File: src/rtl/hro_pkg.sv
// shared types and constants for the handler result output block
package hro_pkg;
	localparam int NUM_BINS = 8;
	localparam int NUM_UDEF = 2;
	localparam int HOLD_CYC = 2;
	localparam int BEEP_NS = 1000;
	localparam int CLK_NS = 20;
	localparam int BEEP_CYC = (BEEP_NS + CLK_NS - 1) / CLK_NS;
	localparam logic BIN_FUNC_DEFAULT = 1'b1;

	typedef enum logic [3:0] {
		HRO_OPND_FAIL = 4'h0,
		HRO_OPND_PASS = 4'h1,
		HRO_OPND_LOW  = 4'h2,
		HRO_OPND_HIGH = 4'h3,
		HRO_OPND_BIN0 = 4'h4,
		HRO_OPND_BIN1 = 4'h5,
		HRO_OPND_BIN2 = 4'h6,
		HRO_OPND_BIN3 = 4'h7,
		HRO_OPND_BIN4 = 4'h8,
		HRO_OPND_BIN5 = 4'h9,
		HRO_OPND_BIN6 = 4'hA,
		HRO_OPND_BIN7 = 4'hB,
		HRO_OPND_BIN8 = 4'hC
	} hro_opnd_t;

	typedef enum logic [1:0] {
		HRO_OP_OR  = 2'h0,
		HRO_OP_AND = 2'h1,
		HRO_OP_OFF = 2'h2
	} hro_op_t;

	typedef enum logic [1:0] {
		HRO_BEEP_OFF  = 2'h0,
		HRO_BEEP_PASS = 2'h1,
		HRO_BEEP_FAIL = 2'h2
	} hro_beep_t;

	typedef struct packed {
		logic      active_high;
		hro_opnd_t opnd1;
		hro_op_t   op;
		hro_opnd_t opnd2;
	} hro_udef_t;

	typedef struct packed {
		logic       pass;
		logic       fail;
		logic       high;
		logic       low;
		logic [8:0] bin;
	} hro_result_t;

	typedef struct packed {
		logic      key_click_on;
		hro_beep_t compare;
		hro_beep_t binning;
	} hro_beep_cfg_t;
endpackage : hro_pkg

File: src/rtl/hro_udef_logic.sv
// one user-defined output: operand select, operator, active level
`timescale 1ns/1ns
module hro_udef_logic (
	input  wire logic             clk_sys_in,
	input  wire logic             rst_n_in,
	input  wire hro_pkg::hro_udef_t   cfg_in,
	input  wire hro_pkg::hro_result_t res_in,
	input  wire logic             bin_func_in,
	output logic                  pin_out
);
	import hro_pkg::*;

	function automatic logic opnd_val(input hro_opnd_t o, input hro_result_t r,
		input logic bins_ok);
		logic v;
		v = 1'b0;
		case (o)
			HRO_OPND_FAIL: v = r.fail;
			HRO_OPND_PASS: v = r.pass;
			HRO_OPND_LOW:  v = r.low;
			HRO_OPND_HIGH: v = r.high;
			default: v = bins_ok & r.bin[o - HRO_OPND_BIN0]; // see RQ6
		endcase
		return v;
	endfunction : opnd_val

	logic a;
	logic b;
	logic cond;

	always_comb begin
		a = opnd_val(cfg_in.opnd1, res_in, bin_func_in);
		b = opnd_val(cfg_in.opnd2, res_in, bin_func_in);
		case (cfg_in.op)
			HRO_OP_OR:  cond = a | b;
			HRO_OP_AND: cond = a & b;
			default:    cond = a; // see RQ4
		endcase
	end

	// idle level is the inactive one
	always_ff @(posedge clk_sys_in) begin
		if (!rst_n_in) begin
			pin_out <= 1'b0;
		end else begin
			pin_out <= cond ? cfg_in.active_high : ~cfg_in.active_high; // see RQ11 see RQ9
		end
	end
endmodule : hro_udef_logic

File: src/rtl/hro_handler_out.sv
// handler port result outputs, user-defined outputs and beeper gating
//
// How it works
// RQ1: result mode is clear or hold
// RQ2: clear drops results on strobe fall
// RQ3: hold keeps old results until test done
// RQ4: off operator follows first operand only
// RQ5: bin zero means outside bins one-eight
// RQ6: no bin operands without binning function
// RQ7: beeper gated by click, compare, binning settings
// RQ8: escape discards pending user-define edit
// RQ9: per-output active level and two-operand logic
// RQ10: port active only in compare or binning
// RQ11: pin at active level while condition true
`timescale 1ns/1ns
module hro_handler_out #(
	parameter logic BIN_FUNC = hro_pkg::BIN_FUNC_DEFAULT
) (
	input  wire logic                   clk_sys_in,
	input  wire logic                   rst_n_in,
	input  wire logic                   hold_mode_in,
	input  wire logic                   compare_func_in,
	input  wire logic                   binning_func_in,
	input  wire logic                   meas_done_in,
	input  wire logic                   meas_pass_in,
	input  wire logic                   meas_fail_in,
	input  wire logic                   meas_high_in,
	input  wire logic                   meas_low_in,
	input  wire logic [7:0]             meas_bin_in,
	input  wire logic                   test_complete_strobe_in,
	input  wire logic                   edit_sel_in,
	input  wire hro_pkg::hro_udef_t     edit_cfg_in,
	input  wire logic                   edit_enter_in,
	input  wire logic                   edit_esc_in,
	input  wire hro_pkg::hro_beep_cfg_t beep_cfg_in,
	input  wire logic                   key_press_in,
	output logic                        pass_out,
	output logic                        fail_out,
	output logic                        high_out,
	output logic                        low_out,
	output logic [7:0]                  bin_out,
	output logic                        udef1_out,
	output logic                        udef2_out,
	output logic                        port_active_out,
	output logic                        beep_out
);
	import hro_pkg::*;

	logic [2:0]  eot_sync;
	logic        eot_q;
	logic        eot_fall;
	logic        eot_rise;
	hro_result_t pend;
	hro_result_t shown;
	hro_result_t gated;
	hro_udef_t   udef_cfg [NUM_UDEF];
	logic        edit_open;
	logic [$clog2(BEEP_CYC+1)-1:0] beep_cnt;
	logic        beep_req;
	logic        bin_allowed;
	logic        udef_pin [NUM_UDEF];
	logic        click_req;
	logic        cmp_req;
	logic        bin_req;
	logic        grading_on;
	logic        edit_has_bin;

	assign bin_allowed = BIN_FUNC;

	// binning only counts on the variant that has it
	assign grading_on = compare_func_in | (binning_func_in & bin_allowed); // see RQ10

	// any bin operand in the pending edit
	assign edit_has_bin = (edit_cfg_in.opnd1 >= HRO_OPND_BIN0) | (edit_cfg_in.opnd2 >= HRO_OPND_BIN0);

	// strobe from the handler cable: three stages, change once stages two and three agree
	// reset to the idle high level so no false edge follows reset
	always_ff @(posedge clk_sys_in) begin
		if (!rst_n_in) begin
			eot_sync <= 3'h7;
			eot_q    <= 1'b1;
		end else begin
			eot_sync <= {eot_sync[1:0], test_complete_strobe_in};
			if (eot_sync[2] == eot_sync[1]) begin
				eot_q <= eot_sync[2];
			end
		end
	end
	assign eot_fall = eot_q & (eot_sync[2] == eot_sync[1]) & ~eot_sync[2];
	assign eot_rise = ~eot_q & (eot_sync[2] == eot_sync[1]) & eot_sync[2];

	// latch newest measurement; bin zero derived here
	// a measurement after the strobe rise waits for the next test
	always_ff @(posedge clk_sys_in) begin
		if (!rst_n_in) begin
			pend <= '0;
		end else if (meas_done_in) begin
			pend.pass <= meas_pass_in;
			pend.fail <= meas_fail_in;
			pend.high <= meas_high_in;
			pend.low  <= meas_low_in;
			pend.bin  <= {meas_bin_in, ~|meas_bin_in}; // see RQ5
		end
	end

	// clear mode blanks on strobe fall; both modes publish on strobe rise
	// one detected edge per sample, so rise and fall never meet
	always_ff @(posedge clk_sys_in) begin
		if (!rst_n_in) begin
			shown <= '0;
		end else if (eot_rise) begin
			shown <= pend; // see RQ2 see RQ3
		end else if (eot_fall && !hold_mode_in) begin
			shown <= '0; // see RQ1 see RQ2
		end
	end

	// port lines idle unless a grading function is running
	always_comb begin
		gated = shown;
		if (!grading_on) begin
			gated = '0; // see RQ10
		end
	end

	// registered so the cable never sees decode glitches
	always_ff @(posedge clk_sys_in) begin
		if (!rst_n_in) begin
			pass_out        <= 1'b0;
			fail_out        <= 1'b0;
			high_out        <= 1'b0;
			low_out         <= 1'b0;
			bin_out         <= 8'h00;
			port_active_out <= 1'b0;
		end else begin
			pass_out        <= gated.pass;
			fail_out        <= gated.fail;
			high_out        <= gated.high;
			low_out         <= gated.low;
			bin_out         <= gated.bin[8:1];
			port_active_out <= grading_on; // see RQ10
		end
	end

	// edits commit on enter only; escape drops them
	always_ff @(posedge clk_sys_in) begin
		if (!rst_n_in) begin
			edit_open <= 1'b0;
			for (int i = 0; i < NUM_UDEF; i++) begin
				udef_cfg[i] <= '{active_high: 1'b1, opnd1: HRO_OPND_PASS,
					op: HRO_OP_OFF, opnd2: HRO_OPND_PASS};
			end
		end else if (edit_esc_in) begin
			edit_open <= 1'b0; // see RQ8
		end else if (edit_enter_in) begin
			edit_open <= 1'b0;
			// a variant without binning refuses bin operands outright
			if (!bin_allowed && edit_has_bin) begin
				udef_cfg[edit_sel_in] <= udef_cfg[edit_sel_in]; // see RQ6
			end else begin
				udef_cfg[edit_sel_in] <= edit_cfg_in;
			end
		end else begin
			edit_open <= 1'b1;
		end
	end

	for (genvar g = 0; g < NUM_UDEF; g++) begin : g_udef
		hro_udef_logic u_logic (
			.clk_sys_in  (clk_sys_in),
			.rst_n_in    (rst_n_in),
			.cfg_in      (udef_cfg[g]),
			.res_in      (gated),
			.bin_func_in (bin_allowed),
			.pin_out     (udef_pin[g])
		);
	end

	// first menu entry drives the first user pin
	assign udef1_out = udef_pin[0];
	assign udef2_out = udef_pin[1];

	// beep requests: key click, compare and binning outcomes
	assign click_req = key_press_in & beep_cfg_in.key_click_on; // see RQ7

	// compare outcome beeps once per published result
	always_comb begin
		cmp_req = 1'b0;
		if (eot_rise && compare_func_in) begin
			case (beep_cfg_in.compare)
				HRO_BEEP_PASS: cmp_req = pend.pass; // see RQ7
				HRO_BEEP_FAIL: cmp_req = pend.fail; // see RQ7
				default:       cmp_req = 1'b0;
			endcase
		end
	end

	// binning pass means inside bins one-eight
	always_comb begin
		bin_req = 1'b0;
		if (eot_rise && binning_func_in && bin_allowed) begin
			case (beep_cfg_in.binning)
				HRO_BEEP_PASS: bin_req = ~pend.bin[0]; // see RQ7
				HRO_BEEP_FAIL: bin_req = pend.bin[0]; // see RQ7
				default:       bin_req = 1'b0;
			endcase
		end
	end

	// all sources share one tone; simultaneous requests merge
	assign beep_req = click_req | cmp_req | bin_req;

	// fixed-length tone; a new request restarts it rather than queueing
	always_ff @(posedge clk_sys_in) begin
		if (!rst_n_in) begin
			beep_cnt <= '0;
			beep_out <= 1'b0;
		end else if (beep_req) begin
			beep_cnt <= ($clog2(BEEP_CYC+1))'(BEEP_CYC - 1);
			beep_out <= 1'b1;
		end else if (beep_cnt != '0) begin
			beep_cnt <= beep_cnt - 1'b1;
			beep_out <= 1'b1;
		end else begin
			beep_out <= 1'b0;
		end
	end
endmodule : hro_handler_out

File: config.mk
export PLATFORM = sky130hd
export DESIGN_NAME = hro_handler_out
export DESIGN_NICKNAME = d
export VERILOG_FILES = /design/src/rtl/hro_pkg.sv /design/src/rtl/hro_udef_logic.sv /design/src/rtl/hro_handler_out.sv
export SDC_FILE = /design/constraint.sdc
export NUM_CORES = 1
export LEC_CHECK = 0
export BUFFER_PORTS_ARGS = -buffer_cell sky130_fd_sc_hd__buf_4
export CAP_MARGIN = 20
export CORE_MARGIN = 1.5
export CORE_UTILIZATION = 41
export DETAILED_ROUTE_END_ITERATION = 10
export SYNTH_ARGS = -nofsm -noshare
export SYNTH_HDL_FRONTEND = slang
export SYNTH_SLANG_ARGS = --single-unit
File: constraint.sdc
create_clock -name clk_sys_in -period 2.8 [get_ports clk_sys_in]
set_input_delay 0.56 -clock clk_sys_in [delete_from_list [all_inputs] [get_ports clk_sys_in]]
set_output_delay 0.56 -clock clk_sys_in [all_outputs]
set_load 0.02 [all_outputs]
# Word-level counts from Yosys, hierarchy flattened

Memory sizes are Yosys's and may differ from the RTL's.
Index checks and enable logic that the tools add are counted.

Input port bits: 39
Memories kept: 1
Register bits after elaboration: 52
RAM bits: 22
Logic and storage cells: 122
Output and inout port bits: 16

$add $sub $neg: 5
Bitwise logic cells: 18
Reduce and logical (&&, ||, !) cells: 17
Equality and inequality tests: 19
$lt $le $gt $ge: 4
Multiplexer cells: 35

Memories:

| memory   | words | bits a word | rd ports | clocked after Yosys merged registers in | write ports | RTL line              | source |
|---|---|---|---|---|---|---|---|
| udef_cfg | 2     | 11          | 2        | 0                                       | 2           | hro_handler_out.sv:56 | `hro_udef_t udef_cfg [NUM_UDEF];` |

Operators with widths:

| cell                  | number |
|---|---|
| $mux W13              | 3 |
| $eq A4 B2 Y1 const B  | 8 |
| $lt A4 B5 Y1 const B  | 4 |
| $mux W1               | 17 |
| $bmux W1 S4           | 4 |
| $eq A4 B1 Y1 const B  | 4 |
| $logic_not A4 Y1      | 4 |
| $pmux W1 S4           | 4 |
| $sub A4 B3 Y4 const B | 4 |
| $mux W6               | 2 |
| $mux W11              | 1 |
| $reduce_or A11 Y1     | 1 |
| $eq A2 B1 Y1 const B  | 4 |
| $pmux W1 S2           | 4 |
| $reduce_or A8 Y1      | 1 |
| $and A1 B1 Y1         | 7 |
| $not A1 Y1            | 6 |
| $reduce_bool A6 Y1    | 1 |
| $sub A6 B1 Y6 const B | 1 |
| $or A1 B1 Y1          | 5 |
| $eq A2 B2 Y1 const B  | 2 |
| $logic_not A2 Y1      | 2 |
| $reduce_bool A2 Y1    | 2 |
| $logic_and A1 B1 Y1   | 3 |
| other kinds (3)       | 4 |

# Logic depth before layout (Yosys ltp)

Depth in word-level cells: 8
Gate-level depth with buffers: 8
Gate-level depth less buffers: 8

# By module

From an unflattened synthesis, not the netlist that was laid out.

Cells, all modules: 344
Area total of the unflattened synthesis: 3671.0 um2

Modules (own cells, without submodules):

| module          | area an instance (um2) | seq. area each (um2) | times used | cells each |
|---|---|---|---|---|
| hro_handler_out | 2835.2                 | 1661.6               | 1          | 244 |
| hro_udef_logic  | 417.9                  | 20.0                 | 2          | 50 |

# Least setup slack after synthesis

Ideal clock, no wire load.

Path type: input port to flip-flop
From: input port rst_n_in
To: memory udef_cfg[0][0] (netlist bit) (enable)
Setup slack: 0.403 ns
Arrival: 2.044 ns
Stages: 5
Library setup time: 0.353 ns
Path buffers: 2
Path through: clkbuf_1 clkinv_1 nor4b_1 clkbuf_1 nand2b_1

RTL lines:

| element     | RTL line              | source |
|---|---|---|
| from (decl) | hro_handler_out.sv:20 | `input wire logic rst_n_in,` |
| to (decl)   | hro_handler_out.sv:56 |  |

==> results.json <==
{
  "netlist-cell-type-count": 49,
  "hold_path_startpoint": "test_complete_strobe_in",
  "initialDrtViolationCount": 150,
  "cts.repair.resized": 0,
  "hp-class": "in2reg",
  "achievable-frequency_mhz": 429.9,
  "netlist_top_cells_count": "sky130_fd_sc_hd__dfxtp_1 (52), sky130_fd_sc_hd__nor2_1 (34), sky130_fd_sc_hd__edfxtp_1 (22)",
  "drc_errors": 0,
  "route.antenna.remaining_nets": 0,
  "endpoint_kind": "register",
  "clock_tree_from_tritoncts": "done",
  "start_util_pct": 42.71,
  "worst-path-max-fanout": 7,
  "critical_path_buffer_and_inverter_count": 0,
  "route.detailed.wl_per_inst_um": 15.36,
  "dpl.hpwl_um": 5114,
  "report.final.slew_viol_count": 0,
  "drt-pass1-iter-count": 4,
  "post-synth-top-area-fraction_pct": 31.22,
  "regToRegSetupSlack_ns": 0.47,
  "synth_ff_type": "sky130_fd_sc_hd__dfxtp_1",
  "worst-r2r-cell-count": 6,
  "layout_min_cycle_time_ns": 2.326,
  "synthTopCellsByArea": "sky130_fd_sc_hd__dfxtp_1 (31%), sky130_fd_sc_hd__edfxtp_1 (20%), sky130_fd_sc_hd__mux4_2 (5.4%)",
  "final_layout_net_count": 407,
  "number_of_buffer_cells_added_on_primary_ports": 54,
  "path_delay_family": "simple AND/OR/NAND/NOR gates",
  "maxCapViolCount": 0,
  "cts.htree.levels": 3,
  "finalSetupViolCount": 0,
  "hold_end": "eot_sync[0]$_SDFF_PN1_",
  "finalCritPeriodShare_pct": 83.08,
  "ir_worst_vdd_mv": 0.2579,
  "cts_made_buffers": 9,
  "synthesis.nets": 354,
  "fin_worst_hold_slack_ns": 0.3943,
  "powerDensity_nw_per_um2": 601.3,
  "worstPathArrival_ns": 2.56,
  "pin_count_of_the_biggest_net_entering_global_routing": 34,
  "timing.max_slew.rel_slack_pct": 41.76,
  "gr-total-overflow": 0,
  "hold_depth": 2,
  "number_of_hold_slack_violations_in_the_final_timing_report": 0,
  "cts-root-to-sink-buffers": 2,
  "outcome": "completed",
  "worst_skew_pair.late_latency_ns": 0.35,
  "final.setup_skew_ns": 0.01182,
  "synth.cell_area_um2": 3334,
  "portion_of_the_post_synthesis_area_used_by_sequential_elements_pct": 51.03,
  "root_buffer": "sky130_fd_sc_hd__clkbuf_8",
  "number_of_antenna_violations_at_the_first_check_in_global_routing": 0,
  "yosys_warnings": 0,
  "critPathSlowestCell": "sky130_fd_sc_hd__or4_4",
  "synth.largest_area_cell": "sky130_fd_sc_hd__dfxtp_1",
  "post_cts.repair.setup_buffers": 0,
  "die_height_um": 93.18,
  "nFillCells": 735,
  "final.setup.tns_ns": 0,
  "globalRouteTotalUtil_pct": 17.84,
  "dieWidth_um": 93.18,
  "number_of_synthesized_flops_with_an_enable_pin": 22,
  "yosys.cell_count.top_type": "sky130_fd_sc_hd__dfxtp_1",
  "wire_length_of_the_first_global_routing_pass_um": 11800,
  "avgSynthCellArea_um2": 10.83,
  "num_vias": 2443,
  "postSynth.asyncResetShare_pct": 0,
  "place.gp.congestion": 0.8515,
  "worst_slew_pin_slew_ns": 0.8703,
  "multi_input_comb_area_um2": 1505,
  "crit_path_max_incr_delay_ns": 0.53,
  "yosys_register_bits": 74,
  "num_rows": 32,
  "count_of_hold_buffers_inserted_by_post_cts_repair": 0,
  "cp_cell_sequence": "mux4_1 -> nor2b_1 -> or4_4 -> a21o_1 -> a41o_1 -> or3_1",
  "dieArea_um2": 8683,
  "drive_above_1_share_pct": 23.22,
  "core-area_um2": 7807,
  "critPathRequiredTime_ns": 3.04,
  "final-seq-area_um2": 1702,
  "worstReg2RegEnd": "g_udef[1].u_logic.pin_out$_SDFF_PN0_",
  "post_synth_inst_count": 308,
  "detail_route.wirelength_um": 7187,
  "worstSetupStartpointType": "register",
  "post_drt_via_cell_ratio": 5.220,
  "power_leakage_nw": 1.712,
  "rsz_0062_raised_after_global_routing": "no",
  "area_growth_syn_to_layout_pct": 21.31,
  "count_of_boundary_i_o_pins": 55,
  "diodes_inserted": 0,
  "number_of_global_route_vias_before_repair": 2368,
  "worst_r2r_startpoint": "udef_cfg[1][1]$_SDFFCE_PN0P_",
  "clock_sinks": 74,
  "cts.reportedPaths.clkPinSlew_ns": 0.08,
  "kind_of_critical_path": "reg2reg"
}
[where the power goes]
part           switching (mW)  total, mW  internal (mW)
clock                   0.397      0.830          0.433
sequential             0.0615       1.25           1.18
combinational           0.180      0.357          0.178
[through the flow]
step	cells	cell area, um2	total power [mW]	util [%]	worst slack [ns]
after floorplan	308	3334	1.515	-	0.4035
after global placement	452	3837	1.623	49.15	0.4457
after detailed placement	452	3837	1.630	49.15	0.4249
after CTS	468	4045	2.456	51.81	0.4846
after global routing	468	4045	2.571	51.81	0.4150
final	468	4045	2.433	51.81	0.4739
[area by class of cell]
type	count	area share, %
well taps	102	3.155
repair buffers	58	10.76
multi-input cells	200	37.21
clock inverters	4	0.7423
clock buffers	12	4.392
inverters	18	1.670
flip-flops and latches	74	42.07
[per-layer routing]
| metal | vias to the layer above | share of wire, % | track usage [%] |
|---|---|---|---|
| li1 | 1230 | - | - |
| met1 | 1138 | 48 | 23.70 |
| met2 | 64 | 46 | 28.22 |
| met3 | 11 | 5.1 | 3.902 |
| met4 | 0 | 1.7 | 7.197 |
| met5 | - | 0 | 0 |
[cells by family (layout without fill, tap and decap cells)]
group,after synthesis,after routing,synth area share [%]
DFF,74,74,51.03
xor gates and xnor gates,2,2,0.5254
muxes,26,26,11.82
adders and majority gates,7,7,2.627
and+or+nand+nor,120,120,20.75
buffers and inverters,34,92,3.827
AOI/OAI and AO/OA,45,45,9.419
[worst max path at each step]
| stage | start | end | slack [ns] | depth (start not counted) |
|---|---|---|---|---|
| after floorplan | rst_n_in | udef_cfg[0][0]$_SDFFCE_PN1P_ | 0.40 | 5 |
| after global placement | compare_func_in | g_udef[1].u_logic.pin_out$_SDFF_PN0_ | 0.45 | 7 |
| after detailed placement | binning_func_in | g_udef[1].u_logic.pin_out$_SDFF_PN0_ | 0.42 | 7 |
| after CTS | udef_cfg[1][1]$_SDFFCE_PN0P_ | g_udef[1].u_logic.pin_out$_SDFF_PN0_ | 0.48 | 6 |
| after global routing | udef_cfg[1][1]$_SDFFCE_PN0P_ | g_udef[1].u_logic.pin_out$_SDFF_PN0_ | 0.42 | 6 |
| final | udef_cfg[1][1]$_SDFFCE_PN0P_ | g_udef[1].u_logic.pin_out$_SDFF_PN0_ | 0.47 | 6 |
[sequential cells by signal, summed over array words and instances (netlist names), 2 cells and up]
signal and cells:
shown 13, g_udef.u_logic.pin_out 2, pend 13, beep_cnt 6, udef_cfg 22, bin_out 8, eot_sync 3
[cells in the final DEF (no fill, tap or decap), drive strengths merged, types with 2 or more instances in the layout]
master   synthesis  routed
nand2            7       7
nand2b          14      14
a22oi           15      15
inv             17      18
and2b            2       2
nand3b           4       4
a2111oi          3       3
clkinv           1       3
and4             2       2
mux4            10      10
or4              2       2
and3            13      13
a21oi            8       8
buf              0      58
nor4b            3       3
nor2b            2       2
nor3             2       2
a31oi            2       2
nor2            34      34
or3              3       3
mux2i           15      15
clkbuf          16      12
dfxtp           52      52
ha               7       7
and2            14      14
o21ai            4       4
edfxtp          22      22
nor4             5       5
nand4b           2       2
nand3            5       5
o22ai            4       4
o31ai            2       2
(Power assumes the default switching activity.)
